<file path="src/hw/core_ptr_pkg.sv">
package core_ptr_pkg;
  // Special-register addresses
  localparam logic [7:0] ADDR_STACK_LOW = 8'h81;
  localparam logic [7:0] ADDR_DP_LO = 8'h82;
  localparam logic [7:0] ADDR_DP_HI = 8'h83;
  localparam logic [7:0] ADDR_CORE_SETUP = 8'haf;
  localparam logic [7:0] ADDR_STACK_HIGH = 8'hb7;
  localparam logic [7:0] ADDR_GUARD = 8'hbf;
  localparam logic [7:0] ADDR_STATUS_WORD = 8'hd0;
  localparam logic [7:0] ADDR_ACCUM = 8'he0;
  localparam logic [7:0] ADDR_B_REG = 8'hf0;
  // Reset values
  localparam logic [7:0] RST_STACK_LOW = 8'h00;
  localparam logic [2:0] RST_STACK_HI3 = 3'h1;
  localparam logic [2:0] RST_BASE = 3'h1;
  localparam logic RST_SH_RSV = 1'b1;
  localparam logic [7:0] RST_CORE_SETUP = 8'h81;
  localparam logic [4:0] RST_WTR = 5'h00;
  localparam logic [15:0] RST_PC = 16'h0000;
  // Field positions
  localparam int SH_RSV_BIT = 7;
  localparam int SH_FLAG_BIT = 6;
  localparam int SH_BASE_LSB = 3;
  localparam int GC_WTR_LSB = 3;
  localparam int GC_MODE_BIT = 2;
  localparam int GC_EN_BIT = 1;
  localparam int GC_FLAG_BIT = 0;
  localparam int CS_UART_BIT = 6;
  localparam int CS_SERIAL_BIT = 5;
  localparam int CS_MOD_BIT = 4;
  localparam int BANK_SEL_LSB = 3;
  // Stack and bank geometry
  localparam logic [10:0] STACK_TOP = 11'h7ff;
  localparam int BANK_WORDS = 32;
  // Execution cycle counts
  localparam logic [1:0] CYC_BANK_OP = 2'h1;
  localparam logic [1:0] CYC_OTHER_OP = 2'h2;
endpackage

</file>
<file path="src/hw/core_pointer_config_registers.sv">
// Notes on behaviour
// RULE1: data pointer is high byte over low byte, all zero after reset.
// RULE2: low stack register holds stack bits 7..0, resets to zero.
// RULE3: stack high bits 2..0 hold stack bits 10..8, reset value 001.
// RULE4: stack high bits 5..3 hold stack base bits 10..8, reset value 001.
// RULE5: software always writes one to stack high bit 7; it resets to one.
// RULE6: guard register bits 7..3 hold waterline setting, reset zero.
// RULE7: guard bit 2 picks violation response: zero interrupt, one reset.
// RULE8: software keeps setup bit 7 at one; it resets to one.
// RULE9: setup bit 6 enables the enhanced error-checking UART.
// RULE10: setup bit 5 gives shared serial pins to I2C (0) or SPI (1).
// RULE11: setup bit 4 enables 38 kHz modulation on selected pins.
// RULE12: software keeps setup bits 3..2 at zero.
// RULE13: either setup bit 1 or 0 set enables 256-byte external RAM moves.
// RULE14: program counter clears on reset, advances by instruction length.
// RULE15: program counter not a register; changes only by advance or jump.
// RULE16: current opcode held in an internal, software-invisible register.
// RULE17: four banks of eight byte registers in the lowest 32 RAM bytes.
// RULE18: status word bits 4..3 select the active bank.
// RULE19: bank operand takes one cycle, literal or RAM operand two.
// RULE20: parity flag always tracks the accumulator's set-bit count.
// RULE21: B register is multiply/divide operand and general scratch.
// RULE22: guard bit 1 enables both checks; clear means no violation output.
// RULE23: waterline is 0x7ff minus the setting; zero setting disables it.
// RULE24: waterline flag sets above waterline; clears by software below it.
// RULE25: move below stack base is ignored and sets bottom flag.
`timescale 1ns/1ps
module core_pointer_config_registers (
  // Clock and reset
  input wire logic i_core_clk,
  input wire logic i_rst_b,
  // Special-register access
  input wire logic [7:0] i_sfr_addr,
  input wire logic i_sfr_wr,
  input wire logic [7:0] i_sfr_wdata,
  input wire logic i_sfr_rd,
  output logic [7:0] o_sfr_rdata,
  output logic o_sfr_hit,
  // Datapath controls
  input wire logic i_stack_push,
  input wire logic i_stack_pop,
  input wire logic i_pc_advance,
  input wire logic [1:0] i_instr_len,
  input wire logic i_pc_jump,
  input wire logic [15:0] i_pc_target,
  input wire logic i_opcode_load,
  input wire logic [7:0] i_opcode,
  input wire logic i_acc_wr,
  input wire logic [7:0] i_acc_wdata,
  input wire logic i_b_wr,
  input wire logic [7:0] i_b_wdata,
  input wire logic [2:0] i_bank_reg,
  input wire logic i_bank_wr,
  input wire logic [7:0] i_bank_wdata,
  input wire logic i_op_start,
  input wire logic i_src_is_bank,
  // Core state
  output logic [15:0] o_data_pointer,
  output logic [10:0] o_stack_addr,
  output logic [15:0] o_program_counter,
  output logic [7:0] o_opcode,
  output logic [7:0] o_accumulator,
  output logic [7:0] o_b_reg,
  output logic o_parity,
  output logic [7:0] o_bank_rdata,
  output logic [1:0] o_op_cycles,
  // Configuration
  output logic o_uart_extras_on,
  output logic o_serial_port_choice,
  output logic o_carrier_modulation_on,
  output logic o_xram_access_on,
  // Stack guard events
  output logic o_guard_irq,
  output logic o_guard_reset
);
  logic [7:0] dp_lo_ff, dp_hi_ff, stack_lo_ff, cfg_ff, acc_ff, b_ff, opcode_ff;
  logic [7:0] rdata_ff, bank_rdata_ff, nxt_acc, nxt_rdata;
  logic [2:0] stack_hi_ff, base_ff, nxt_base;
  logic [4:0] wtr_ff;
  logic [6:0] psw_ff;
  logic [15:0] pc_ff;
  logic [10:0] stack_addr, cand, level, nxt_stack;
  logic [1:0] cycles_ff;
  logic sh_rsv_ff, sb_flag_ff, wtr_hit_ff, mode_ff, guard_ff;
  logic xram_ff, hit_ff, irq_ff, rst_ff, over_ff, nxt_hit;
  logic move, below, over;
  logic [7:0] bank_mem [core_ptr_pkg::BANK_WORDS];

  wire wr_lo = i_sfr_wr && i_sfr_addr == core_ptr_pkg::ADDR_STACK_LOW;
  wire wr_hi = i_sfr_wr && i_sfr_addr == core_ptr_pkg::ADDR_STACK_HIGH;
  wire wr_guard = i_sfr_wr && i_sfr_addr == core_ptr_pkg::ADDR_GUARD;

  assign stack_addr = {stack_hi_ff, stack_lo_ff};
  assign level = core_ptr_pkg::STACK_TOP - {6'h00, wtr_ff}; // RULE23

  // Software moves win over push/pop in the same cycle
  always_comb begin
    nxt_base = base_ff;
    cand = stack_addr;
    move = 1'b0;
    if (wr_lo || wr_hi) begin
      move = 1'b1;
      if (wr_lo) cand[7:0] = i_sfr_wdata; // RULE2
      if (wr_hi) begin
        cand[10:8] = i_sfr_wdata[2:0]; // RULE3
        nxt_base = i_sfr_wdata[core_ptr_pkg::SH_BASE_LSB +: 3]; // RULE4
      end
    end else if (i_stack_push) begin
      move = 1'b1;
      cand = (stack_addr == core_ptr_pkg::STACK_TOP) ? {base_ff, 8'h00} : stack_addr + 11'h001;
    end else if (i_stack_pop) begin
      move = 1'b1;
      cand = stack_addr - 11'h001;
    end
    below = guard_ff && move && cand < {nxt_base, 8'h00}; // RULE25 RULE22
    nxt_stack = below ? stack_addr : cand; // RULE25
  end

  assign over = guard_ff && wtr_ff != 5'h00 && stack_addr > level; // RULE22 RULE23

  always_ff @(posedge i_core_clk) begin
    if (!i_rst_b) begin
      stack_lo_ff <= core_ptr_pkg::RST_STACK_LOW; // RULE2
      stack_hi_ff <= core_ptr_pkg::RST_STACK_HI3; // RULE3
      base_ff <= core_ptr_pkg::RST_BASE; // RULE4
      sh_rsv_ff <= core_ptr_pkg::RST_SH_RSV; // RULE5
    end else begin
      {stack_hi_ff, stack_lo_ff} <= nxt_stack;
      base_ff <= nxt_base;
      if (wr_hi) sh_rsv_ff <= i_sfr_wdata[core_ptr_pkg::SH_RSV_BIT];
    end
  end

  // Hardware set wins over a software clear in the same cycle
  always_ff @(posedge i_core_clk) begin
    if (!i_rst_b) begin
      sb_flag_ff <= 1'b0;
      wtr_hit_ff <= 1'b0;
    end else begin
      if (below) sb_flag_ff <= 1'b1; // RULE25
      else if (wr_hi && !i_sfr_wdata[core_ptr_pkg::SH_FLAG_BIT]) sb_flag_ff <= 1'b0;
      if (over) wtr_hit_ff <= 1'b1; // RULE24
      else if (wr_guard && !i_sfr_wdata[core_ptr_pkg::GC_FLAG_BIT] && stack_addr < level) wtr_hit_ff <= 1'b0;
    end
  end

  always_ff @(posedge i_core_clk) begin
    if (!i_rst_b) begin
      wtr_ff <= core_ptr_pkg::RST_WTR; // RULE6
      mode_ff <= 1'b0; // RULE7
      guard_ff <= 1'b0; // RULE22
    end else if (wr_guard) begin
      wtr_ff <= i_sfr_wdata[core_ptr_pkg::GC_WTR_LSB +: 5]; // RULE6
      mode_ff <= i_sfr_wdata[core_ptr_pkg::GC_MODE_BIT]; // RULE7
      guard_ff <= i_sfr_wdata[core_ptr_pkg::GC_EN_BIT]; // RULE22
    end
  end

  // One pulse per violation: on a bottom hit or on crossing the waterline
  always_ff @(posedge i_core_clk) begin
    if (!i_rst_b) begin
      over_ff <= 1'b0;
      irq_ff <= 1'b0;
      rst_ff <= 1'b0;
    end else begin
      over_ff <= over;
      irq_ff <= (below || (over && !over_ff)) && !mode_ff; // RULE7
      rst_ff <= (below || (over && !over_ff)) && mode_ff; // RULE7
    end
  end

  always_ff @(posedge i_core_clk) begin
    if (!i_rst_b) begin
      dp_lo_ff <= 8'h00; // RULE1
      dp_hi_ff <= 8'h00; // RULE1
    end else if (i_sfr_wr) begin
      if (i_sfr_addr == core_ptr_pkg::ADDR_DP_LO) dp_lo_ff <= i_sfr_wdata;
      if (i_sfr_addr == core_ptr_pkg::ADDR_DP_HI) dp_hi_ff <= i_sfr_wdata;
    end
  end

  // Reserved setup bits are stored as written; the core only reads 6..4 and 1..0
  always_ff @(posedge i_core_clk) begin
    if (!i_rst_b) begin
      cfg_ff <= core_ptr_pkg::RST_CORE_SETUP; // RULE8 RULE13
      xram_ff <= |core_ptr_pkg::RST_CORE_SETUP[1:0];
    end else if (i_sfr_wr && i_sfr_addr == core_ptr_pkg::ADDR_CORE_SETUP) begin
      cfg_ff <= i_sfr_wdata; // RULE9 RULE10 RULE11
      xram_ff <= |i_sfr_wdata[1:0]; // RULE13
    end
  end

  always_ff @(posedge i_core_clk) begin
    if (!i_rst_b) pc_ff <= core_ptr_pkg::RST_PC; // RULE14
    else if (i_pc_jump) pc_ff <= i_pc_target; // RULE15
    else if (i_pc_advance) pc_ff <= pc_ff + {14'h0000, i_instr_len}; // RULE14
  end

  always_ff @(posedge i_core_clk) begin
    if (!i_rst_b) opcode_ff <= 8'h00;
    else if (i_opcode_load) opcode_ff <= i_opcode; // RULE16
  end

  // Datapath result takes priority over a same-cycle register write
  always_comb begin
    nxt_acc = acc_ff;
    if (i_acc_wr) nxt_acc = i_acc_wdata;
    else if (i_sfr_wr && i_sfr_addr == core_ptr_pkg::ADDR_ACCUM) nxt_acc = i_sfr_wdata;
  end

  always_ff @(posedge i_core_clk) begin
    if (!i_rst_b) begin
      acc_ff <= 8'h00;
      psw_ff <= 7'h00;
      b_ff <= 8'h00;
      o_parity <= 1'b0;
    end else begin
      acc_ff <= nxt_acc;
      o_parity <= ^nxt_acc; // RULE20
      if (i_sfr_wr && i_sfr_addr == core_ptr_pkg::ADDR_STATUS_WORD) psw_ff <= i_sfr_wdata[7:1]; // RULE18
      if (i_b_wr) b_ff <= i_b_wdata; // RULE21
      else if (i_sfr_wr && i_sfr_addr == core_ptr_pkg::ADDR_B_REG) b_ff <= i_sfr_wdata; // RULE21
    end
  end

  wire [4:0] bank_addr = {psw_ff[core_ptr_pkg::BANK_SEL_LSB - 1 +: 2], i_bank_reg}; // RULE17 RULE18

  // Bank storage has no reset, like the RAM it stands in for
  always_ff @(posedge i_core_clk) begin
    if (i_bank_wr) bank_mem[bank_addr] <= i_bank_wdata; // RULE17
    bank_rdata_ff <= bank_mem[bank_addr];
  end

  always_ff @(posedge i_core_clk) begin
    if (!i_rst_b) cycles_ff <= core_ptr_pkg::CYC_BANK_OP;
    else if (i_op_start) cycles_ff <= i_src_is_bank ? core_ptr_pkg::CYC_BANK_OP : core_ptr_pkg::CYC_OTHER_OP; // RULE19
  end

  always_comb begin
    nxt_hit = 1'b1;
    unique case (i_sfr_addr)
      core_ptr_pkg::ADDR_STACK_LOW: nxt_rdata = stack_lo_ff;
      core_ptr_pkg::ADDR_DP_LO: nxt_rdata = dp_lo_ff;
      core_ptr_pkg::ADDR_DP_HI: nxt_rdata = dp_hi_ff;
      core_ptr_pkg::ADDR_CORE_SETUP: nxt_rdata = cfg_ff;
      core_ptr_pkg::ADDR_STACK_HIGH: nxt_rdata = {sh_rsv_ff, sb_flag_ff, base_ff, stack_hi_ff};
      core_ptr_pkg::ADDR_GUARD: nxt_rdata = {wtr_ff, mode_ff, guard_ff, wtr_hit_ff};
      core_ptr_pkg::ADDR_STATUS_WORD: nxt_rdata = {psw_ff, o_parity}; // RULE20
      core_ptr_pkg::ADDR_ACCUM: nxt_rdata = acc_ff;
      core_ptr_pkg::ADDR_B_REG: nxt_rdata = b_ff;
      default: begin
        nxt_rdata = 8'h00;
        nxt_hit = 1'b0;
      end
    endcase
  end

  always_ff @(posedge i_core_clk) begin
    if (!i_rst_b) begin
      rdata_ff <= 8'h00;
      hit_ff <= 1'b0;
    end else begin
      rdata_ff <= i_sfr_rd ? nxt_rdata : 8'h00;
      hit_ff <= i_sfr_rd && nxt_hit;
    end
  end

  assign o_sfr_rdata = rdata_ff;
  assign o_sfr_hit = hit_ff;
  assign o_data_pointer = {dp_hi_ff, dp_lo_ff}; // RULE1
  assign o_stack_addr = {stack_hi_ff, stack_lo_ff};
  assign o_program_counter = pc_ff;
  assign o_opcode = opcode_ff;
  assign o_accumulator = acc_ff;
  assign o_b_reg = b_ff;
  assign o_bank_rdata = bank_rdata_ff;
  assign o_op_cycles = cycles_ff;
  assign o_uart_extras_on = cfg_ff[core_ptr_pkg::CS_UART_BIT];
  assign o_serial_port_choice = cfg_ff[core_ptr_pkg::CS_SERIAL_BIT];
  assign o_carrier_modulation_on = cfg_ff[core_ptr_pkg::CS_MOD_BIT];
  assign o_xram_access_on = xram_ff;
  assign o_guard_irq = irq_ff;
  assign o_guard_reset = rst_ff;
endmodule // core_pointer_config_registers

</file>
<file path="config.mk">
export PLATFORM = sky130hd
export DESIGN_NAME = core_pointer_config_registers
export DESIGN_NICKNAME = d
export VERILOG_FILES = /design/src/hw/core_ptr_pkg.sv /design/src/hw/core_pointer_config_registers.sv
export SDC_FILE = /design/constraint.sdc
export NUM_CORES = 1
export LEC_CHECK = 0
export BUFFER_PORTS_ARGS = -buffer_cell sky130_fd_sc_hd__buf_2
export CORE_MARGIN = 2
export CORE_UTILIZATION = 45
export DETAILED_ROUTE_END_ITERATION = 12
export HOLD_SLACK_MARGIN = 0.08
export SLEW_MARGIN = 20
export SYNTH_ARGS = -nofsm -noshare
export SYNTH_HDL_FRONTEND = slang
export SYNTH_SLANG_ARGS = --single-unit
export TNS_END_PERCENT = 1
</file>
<file path="constraint.sdc">
create_clock -name i_core_clk -period 6.27 [get_ports i_core_clk]
set_input_delay 0.3135 -clock i_core_clk [delete_from_list [all_inputs] [get_ports i_core_clk]]
set_output_delay 0.3135 -clock i_core_clk [all_outputs]
set_load 0.02 [all_outputs]
</file>
==> summary.txt, run 1 <==
Cells and area
  – Largest Register: bank_mem
  – Max FFs per register: about 260
  – FILL cells: 3040
  – Area grow syn2layout: 16.9%
  – Layout cell share with drive strength beyond 1: a little under a quarter
  – Final Net Count: between 1k and 1.5k

Synth
  – Synth Flop Type: edfxtp_1
  – Area contributors post-synth: edfxtp_1 (47%), dfxtp_1 (15%), mux4_2 (8.9%)
  – Synthesized area: roughly 0.016 mm^2
  – Syn nets: approximately 1.3k
  – Ys async rst share: 0%
  – Mean Syn Cell Area: about 14 um^2
  – Dominant cell type by area after synthesis: edfxtp_1
  – Post-synth EDFFs: 256
  – Seq/Total Area, Yosys: approximately three fifths
  – FF+latch count, synth: about 380
  – Synth cell types: 78
  – Synth Warn #: 0
  – Top cell type's share of synthesized area: a little under half
  – Gate Count Post-Synth: approximately 1.2k

Floorplan
  – # IOs: between 150 and 200
  – Starting Density: around 46%
  – DIE AREA: 0.0380 mm^2
  – Die height: just under 200 um
  – Cell Rows: approximately 70
  – Die W: 195 um
  – Core region area: between 0.03 and 0.04 mm^2

Detailed routing
  – Total Wirelength: roughly 43000 um
  – Routed WL per cell: 23.0 um
  – Final ANT Viol Nets: 0
  – DRC viols: 0
  – First-pass DRT Iterations: 5
  – Vias per cell: around 5.7
  – Iteration-0 DRC Markers: roughly 900
  – Via count: approximately 11k

Placement
  – DPL Wire Length: ~28000 um
  – Gpl congestion: 0.875
  – Port Buffer Count: approximately 180

Power
  – Pleak: between 0.006 and 0.007 uW
  – VDD IR max: roughly 0.17 mV
  – Cell area power density: approximately 290 mW/mm^2

STA
  – Final Hold Violating Endpoints: 0
  – Worst-margin pin slew: 0.868 ns
  – Final period utilization: a little under 60%
  – RSZ-0062 raised after global routing: no
  – Min cycle time layout: 3.74 ns
  – Relative slew slack: roughly two fifths
  – Worst Skew: approximately 0.014 ns
  – Fin Hold WS: between 0.1 and 0.15 ns
  – Final slew viol count: 0
  – Fmax: 268 MHz
  – Final setup fails: 0
  – Setup TNS: 0 ns

Outcome
  – Status: completed

Clocking
  – Root Buffer: clkbuf_16
  – CTS Buffer Depth: 3
  – Reg clk slew, reported paths: 0.06 ns
  – Worst-Skew Late Latency: ~0.55 ns
  – CTS tree: yes
  – CTS Buf Count: 41
  – CTS H-tree lvls: 2
  – TritonCTS Sinks: approximately 380

Setup path
  – CP Launch Type: flop
  – Crit end category: flop
  – Crit Path Class: flop to flop
  – Critical path required time: approximately 6.7 ns
  – Arrival time worst endpoint: 4.18 ns
  – CP Max Fanout: 10

Global routing
  – Vias in the first global route: approximately 11k
  – Grt ovf: 0
  – Total track usage: 22.6%
  – Initial antenna violation count: 1
  – Largest net degree at the start of global routing: 85
  – First-pass GRT wire length: about 66000 um

Job
  – # Max-Cap Violations: 0

Worst hold path
  – Min-Delay Path Class: primary input to flop
final cells by class:
class | instances | area (um^2) | share of cell area, %
diodes | 1 | 2.50 | 0.0130
clock buffers | 57 | 1150 | 5.99
clock inverters | 19 | 154 | 0.803
inverters | 15 | 56.3 | 0.294
multi-input cells | 732 | 5950 | 31.0
flip-flops and latches | 375 | 10100 | 52.5
well taps | 461 | 577 | 3.01
repair buffers | 210 | 1220 | 6.34
through the flow:
step | power (uW) | instance area [um^2] | std cells | worst slack, ns | utilization, %
detailed placement | 3210 | 17600 | 1763 | 2.20 | 49.1
global placement | 3200 | 17600 | 1763 | 2.29 | 49.1
finish | 5520 | 19200 | 1870 | 2.53 | 53.7
global route | 5700 | 19200 | 1870 | 2.40 | 53.7
floorplan | 3040 | 16400 | 1201 | 2.97 | -
CTS | 5560 | 19200 | 1869 | 2.60 | 53.6
report_power, final:
part	switching, uW	internal, uW	total [uW]
clock network	978	1370	2340
logic	264	182	446
registers	44.2	2680	2720
total	1290	4230	5520
cell families (layout without fill, tap and decap cells):
kind of cell               Yosys count  in the layout  synth area share [%]
AOI/OAI and AO/OA                  194            194                  8.60
xor gates and xnor gates            40             40                  2.14
adders and majority gates           12             12                 0.961
buffers and inverters               94            301                  2.36
DFF                                375            375                  61.4
muxes                              139            139                  13.5
other                                0              1                     0
and+or+nand+nor                    347            347                  11.0
cells in the mapped netlist, types with 4 or more instances:
library cell  count
nor2b_1          38
mux2i_1          69
buf_1            11
a21o_1            4
xor2_1           12
o211a_1          12
a31oi_1           4
a21oi_1          25
and4_1            4
o21ai_0          35
nand4_1          20
nand3_1          35
nor2_1           68
nand2_1          94
a21boi_0         17
a221oi_1          4
xnor2_1          28
buf_2            22
mux4_2           65
and2_1           28
nand2b_1          7
and3_1           10
inv_1            15
a22oi_1          41
dfxtp_1         119
ha_1             11
o211ai_1          8
mux2_2            4
edfxtp_1        256
o21a_1            6
nand3b_1          5
o22ai_1           6
nor3_1           11
clkbuf_1         45
layout by cell type (no fill, tap or decap), types with 11 or more instances in the layout:
cell type / n
edfxtp_1: 256
buf_2: 174
dfxtp_1: 119
nand2_1: 94
mux2i_1: 69
nor2_1: 68
mux4_2: 65
clkbuf_16: 43
a22oi_1: 41
nor2b_1: 38
nand3_1: 35
o21ai_0: 35
dlygate4sd3_1: 30
and2_1: 28
xnor2_1: 28
a21oi_1: 25
nand4_1: 20
a21boi_0: 17
inv_1: 15
xor2_1: 12
o211a_1: 12
clkbuf_1: 12
nor3_1: 11
ha_1: 11
critical path, cell delays in order, from the launching register on:
cell	delay [ns]
dfxtp_1	0.41
inv_1	0.13
ha_1	0.21
nor4b_2	0.58
nand2_1	0.14
o311ai_0	0.32
o211ai_1	0.17
o21ai_1	0.19
ha_1	0.28
and2_1	0.20
a31o_2	0.28
a21o_4	0.22
nor2_4	0.17
mux2_4	0.31
worst paths after layout:
| kind | from | endpoint | slack (ns) | depth (start not counted) |
|---|---|---|---|---|
| min | i_b_wdata[5] | o_b_reg[5]$_SDFFE_PN0P_ | 0.11 | 4 |
| min reg2reg | psw_ff[5]$_SDFFE_PN0P_ | psw_ff[5]$_SDFFE_PN0P_ | 0.47 | 2 |
| max reg2reg | stack_lo_ff[0]$_SDFFE_PN0P_ | stack_hi_ff[1]$_SDFFE_PN0N_ | 2.53 | 13 |
| max | stack_lo_ff[0]$_SDFFE_PN0P_ | stack_hi_ff[1]$_SDFFE_PN0N_ | 2.53 | 13 |
repair_timing:
action	4_1_cts	5_1_grt
hold endpoints to repair	29	0
gates resized for setup	0	0
buffers inserted	0	0
hold buffers	30	0
endpoints found under the setup margin	0	0
metal layers:
| layer | up-vias | global-route usage [%] | routed length (um) |
|---|---|---|---|
| li1 | 4931 | - | - |
| met1 | 5287 | 30.6 | 18400 |
| met2 | 422 | 36.9 | 20600 |
| met3 | 78 | 4.55 | 2870 |
| met4 | 0 | 7.21 | 1110 |
| met5 | - | 0 | 0 |
Power figures use the tool's default switching activity.
==> run 2, diff against run 1 <==
- ABC_AREA: not set -> 1
- PLACE_DENSITY: not set -> 0.66
- clock period: 6.27 -> 3.1 ns (I/O delays scaled with it)
==> run 2 against run 1 <==
Effect of this change:
- maximum frequency increased by 34%
- synthesized cell count increased by 24%
- clock skew about the same
- critical endpoint is now stack_lo_ff[7]$_SDFFE_PN0P_
- largest power group unchanged
- worst setup slack lost 2.2 ns
- die area decreased by 3.3%
- critical path depth rose by 5
- combinational power is 120% higher
- highest routed layer is now met5
- first-iteration DRC count grew 26%
- wire length increased by 5.5%
- via count is 18% higher
- sequential share of layout area fell by 0.66 points
==> summary.txt, run 2 <==
Detailed routing
  – Max layer used: met5
  – Via count: 12.6k
  – First-pass DRT Iterations: 7
  – Total Wirelength: around 45000 um
  – Vias per cell: 5.61
  – Routed wl met3: ~3300 um
  – Iteration-0 DRC Markers: approximately 1.1k
  – Final ANT Viol Nets: 0
  – Met2 WL: about 22000 um
  – DRC viols: 0
  – Routed met1 length: between 15000 and 20000 um
  – Routed WL per cell: slightly above 20 um

Clocking
  – TritonCTS Sinks: roughly 380
  – Reg clk slew, reported paths: about 0.06 ns
  – CTS tree: yes
  – Setup Fix Bufs, Post-CTS: 0
  – CTS Buf Count: 40
  – CTS H-tree lvls: 2
  – CTS Buffer Depth: 3
  – Root Buffer: clkbuf_16
  – Worst-Skew Late Latency: 0.53 ns

Global routing
  – Largest net degree at the start of global routing: 65
  – First-pass GRT wire length: just under 70000 um
  – Grt ovf: 0
  – Vias in the first global route: 12.3k
  – Total track usage: ~25%
  – Initial antenna violation count: 2

STA
  – Setup TNS: 0 ns
  – Worst Skew: ~0.014 ns
  – Final slew viol count: 0
  – Setup ws final: 0.315 ns
  – Final Hold Violating Endpoints: 0
  – Fmax: approximately 360 MHz
  – Min cycle time layout: between 2 and 3 ns
  – Worst-margin pin slew: ~0.75 ns
  – RSZ-0062 raised after global routing: no
  – Final period utilization: 89.8%
  – Final setup fails: 0
  – Relative slew slack: 50.1%

Setup path
  – CP cell instances: ha_1, nand3_1, nor2_2, nand3_1, nand2_1, inv_2, nand2_1, o211ai_1, a21boi_1, ha_1, nand2_1, inv_1, nand2_1, nand2_4, nand2_1, nand2_1, nand2_1, nor2_1
  – CP Max Fanout: 22
  – Critical path required time: ~3.5 ns
  – CP peak stage delay: 0.40 ns
  – Crit Path Class: flop to flop
  – Slowest cell on crit path: dfxtp_2
  – Crit end category: flop
  – Arrival time worst endpoint: ~3.2 ns
  – Crit path top cell by count: nand2_1
  – CP Launch Type: flop

Cells and area
  – Commonest non-fill, non-tap cell in the layout: edfxtp_1
  – Area grow syn2layout: 22.5%
  – Largest Register: bank_mem
  – FILL cells: slightly below 3k
  – Max FFs per register: ~260
  – Final Net Count: ~1.9k
  – Layout cell share with drive strength beyond 1: between 10% and 20%
  – Commonest non-fill, non-tap cells in the layout: edfxtp_1 (256), nand2_1 (230), buf_2 (175)
  – # diodes: 0

Synth
  – Top post-synthesis cells by count: edfxtp_1 (256), nand2_1 (230), a22oi_1 (131)
  – Area contributors post-synth: edfxtp_1 (48%), dfxtp_1 (15%), a22oi_1 (6.2%)
  – Synth Warn #: 0
  – Synth Flop Type: edfxtp_1
  – Dominant cell type by area after synthesis: edfxtp_1
  – Gate Count Post-Synth: between 1k and 1.5k
  – Synth cell types: 48
  – Syn nets: about 1.6k
  – Seq/Total Area, Yosys: between 60% and 70%
  – Ys async rst share: 0%
  – Mean Syn Cell Area: between 10 and 15 um^2
  – Post-synth EDFFs: about 260
  – Cell with the most instances after synthesis: edfxtp_1
  – FF+latch count, synth: between 300 and 400
  – Top cell type's share of synthesized area: 48.5%
  – Synthesized area: 0.0159 mm^2

Power
  – Pleak: between 0.007 and 0.008 uW
  – VDD IR max: between 0.3 and 0.4 mV
  – Cell area power density: ~570 mW/mm^2

Floorplan
  – Starting Density: roughly 46%
  – DIE AREA: approximately 0.037 mm^2
  – Cell Rows: 68
  – Die W: 192 um
  – # IOs: between 150 and 200
  – Core region area: roughly 0.035 mm^2
  – Die height: around 190 um

Job
  – # Max-Cap Violations: 0

Placement
  – Port Buffer Count: 175
  – DPL Wire Length: around 30000 um
  – Gpl congestion: between 0.9 and 1
  – Pre-CTS setup slack: 0.0915 ns

Worst hold path
  – Min-Delay Path Class: primary input to flop

Outcome
  – Status: completed
-- run 2: logic make-up (layout without fill, tap and decap cells) --
| logic type | Yosys count | in the layout | share of synthesized area, % |
|---|---|---|---|
| AO/OA/AOI/OAI | 403 | 403 | 15.6 |
| XOR/XNOR | 22 | 22 | 1.22 |
| adder cells (fa/ha/maj) | 12 | 12 | 0.994 |
| buffers and inverters | 196 | 499 | 5.07 |
| flip-flops | 375 | 375 | 63.5 |
| AND/OR/NAND/NOR | 487 | 487 | 13.6 |
-- run 2: per-layer routing --
layer  vias to the layer above  track usage [%]
met3                        92             4.68
met1                      6083             33.1
met2                       539             40.6
met5                         -                0
met4                         4             7.84
li1                       5926                -
-- run 2: what timing repair did --
action,4_1_cts,5_1_grt
setup endpoints to repair,0,14
hold buffers,83,0
resized for setup,0,5
hold endpoints to repair,72,0
-- run 2: area by class of cell --
| type | instances | area, um^2 | area share (%) |
|---|---|---|---|
| Clock inverter | 26 | 224 | 1.15 |
| Tap cell | 455 | 569 | 2.93 |
| Inverter | 124 | 468 | 2.41 |
| Multi-Input combinational cell | 924 | 5010 | 25.8 |
| Timing Repair Buffer | 301 | 2050 | 10.6 |
| Sequential cell | 375 | 10100 | 51.9 |
| Clock buffer | 48 | 1030 | 5.31 |
-- run 2: worst paths after layout --
path                                       endpoint                        start  depth (start not counted)  slack (ns)
setup / recovery        stack_lo_ff[7]$_SDFFE_PN0P_  stack_lo_ff[0]$_SDFFE_PN0P_                         18        0.32
hold / removal    o_program_counter[5]$_SDFFE_PN0P_                 i_pc_advance                          4        0.11
setup reg to reg        stack_lo_ff[7]$_SDFFE_PN0P_  stack_lo_ff[0]$_SDFFE_PN0P_                         18        0.32
hold reg to reg              o_guard_irq$_SDFF_PN0_         mode_ff$_SDFFE_PN0P_                          1        0.42
-- run 2: worst max-delay path, delay by kind of cell (launching register included) --
family,cells,cell delay [ns]
simple gates,12,1.34
fa+ha+maj,2,0.49
flops,1,0.40
compound gates,2,0.33
buf+inv,2,0.10
-- run 2: through the flow --
step	util, %	hold WS [ns]	cells	total power, uW	instance area (um^2)
after floorplan	-	0.254	1495	6090	15900
after global placement	50.0	0.378	2096	6440	17300
after detailed placement	50.0	0.391	2096	6450	17300
after CTS	56.1	0.0832	2253	11000	19400
after global routing	56.1	0.114	2253	11400	19400
final	56.1	0.108	2253	11000	19400
-- run 2: report_power, final --
group / switching, uW / total [uW] / internal (uW)
Combinational: 619 / 961 / 342
Clock: 1960 / 4540 / 2570
Sequential: 70.3 / 5490 / 5420
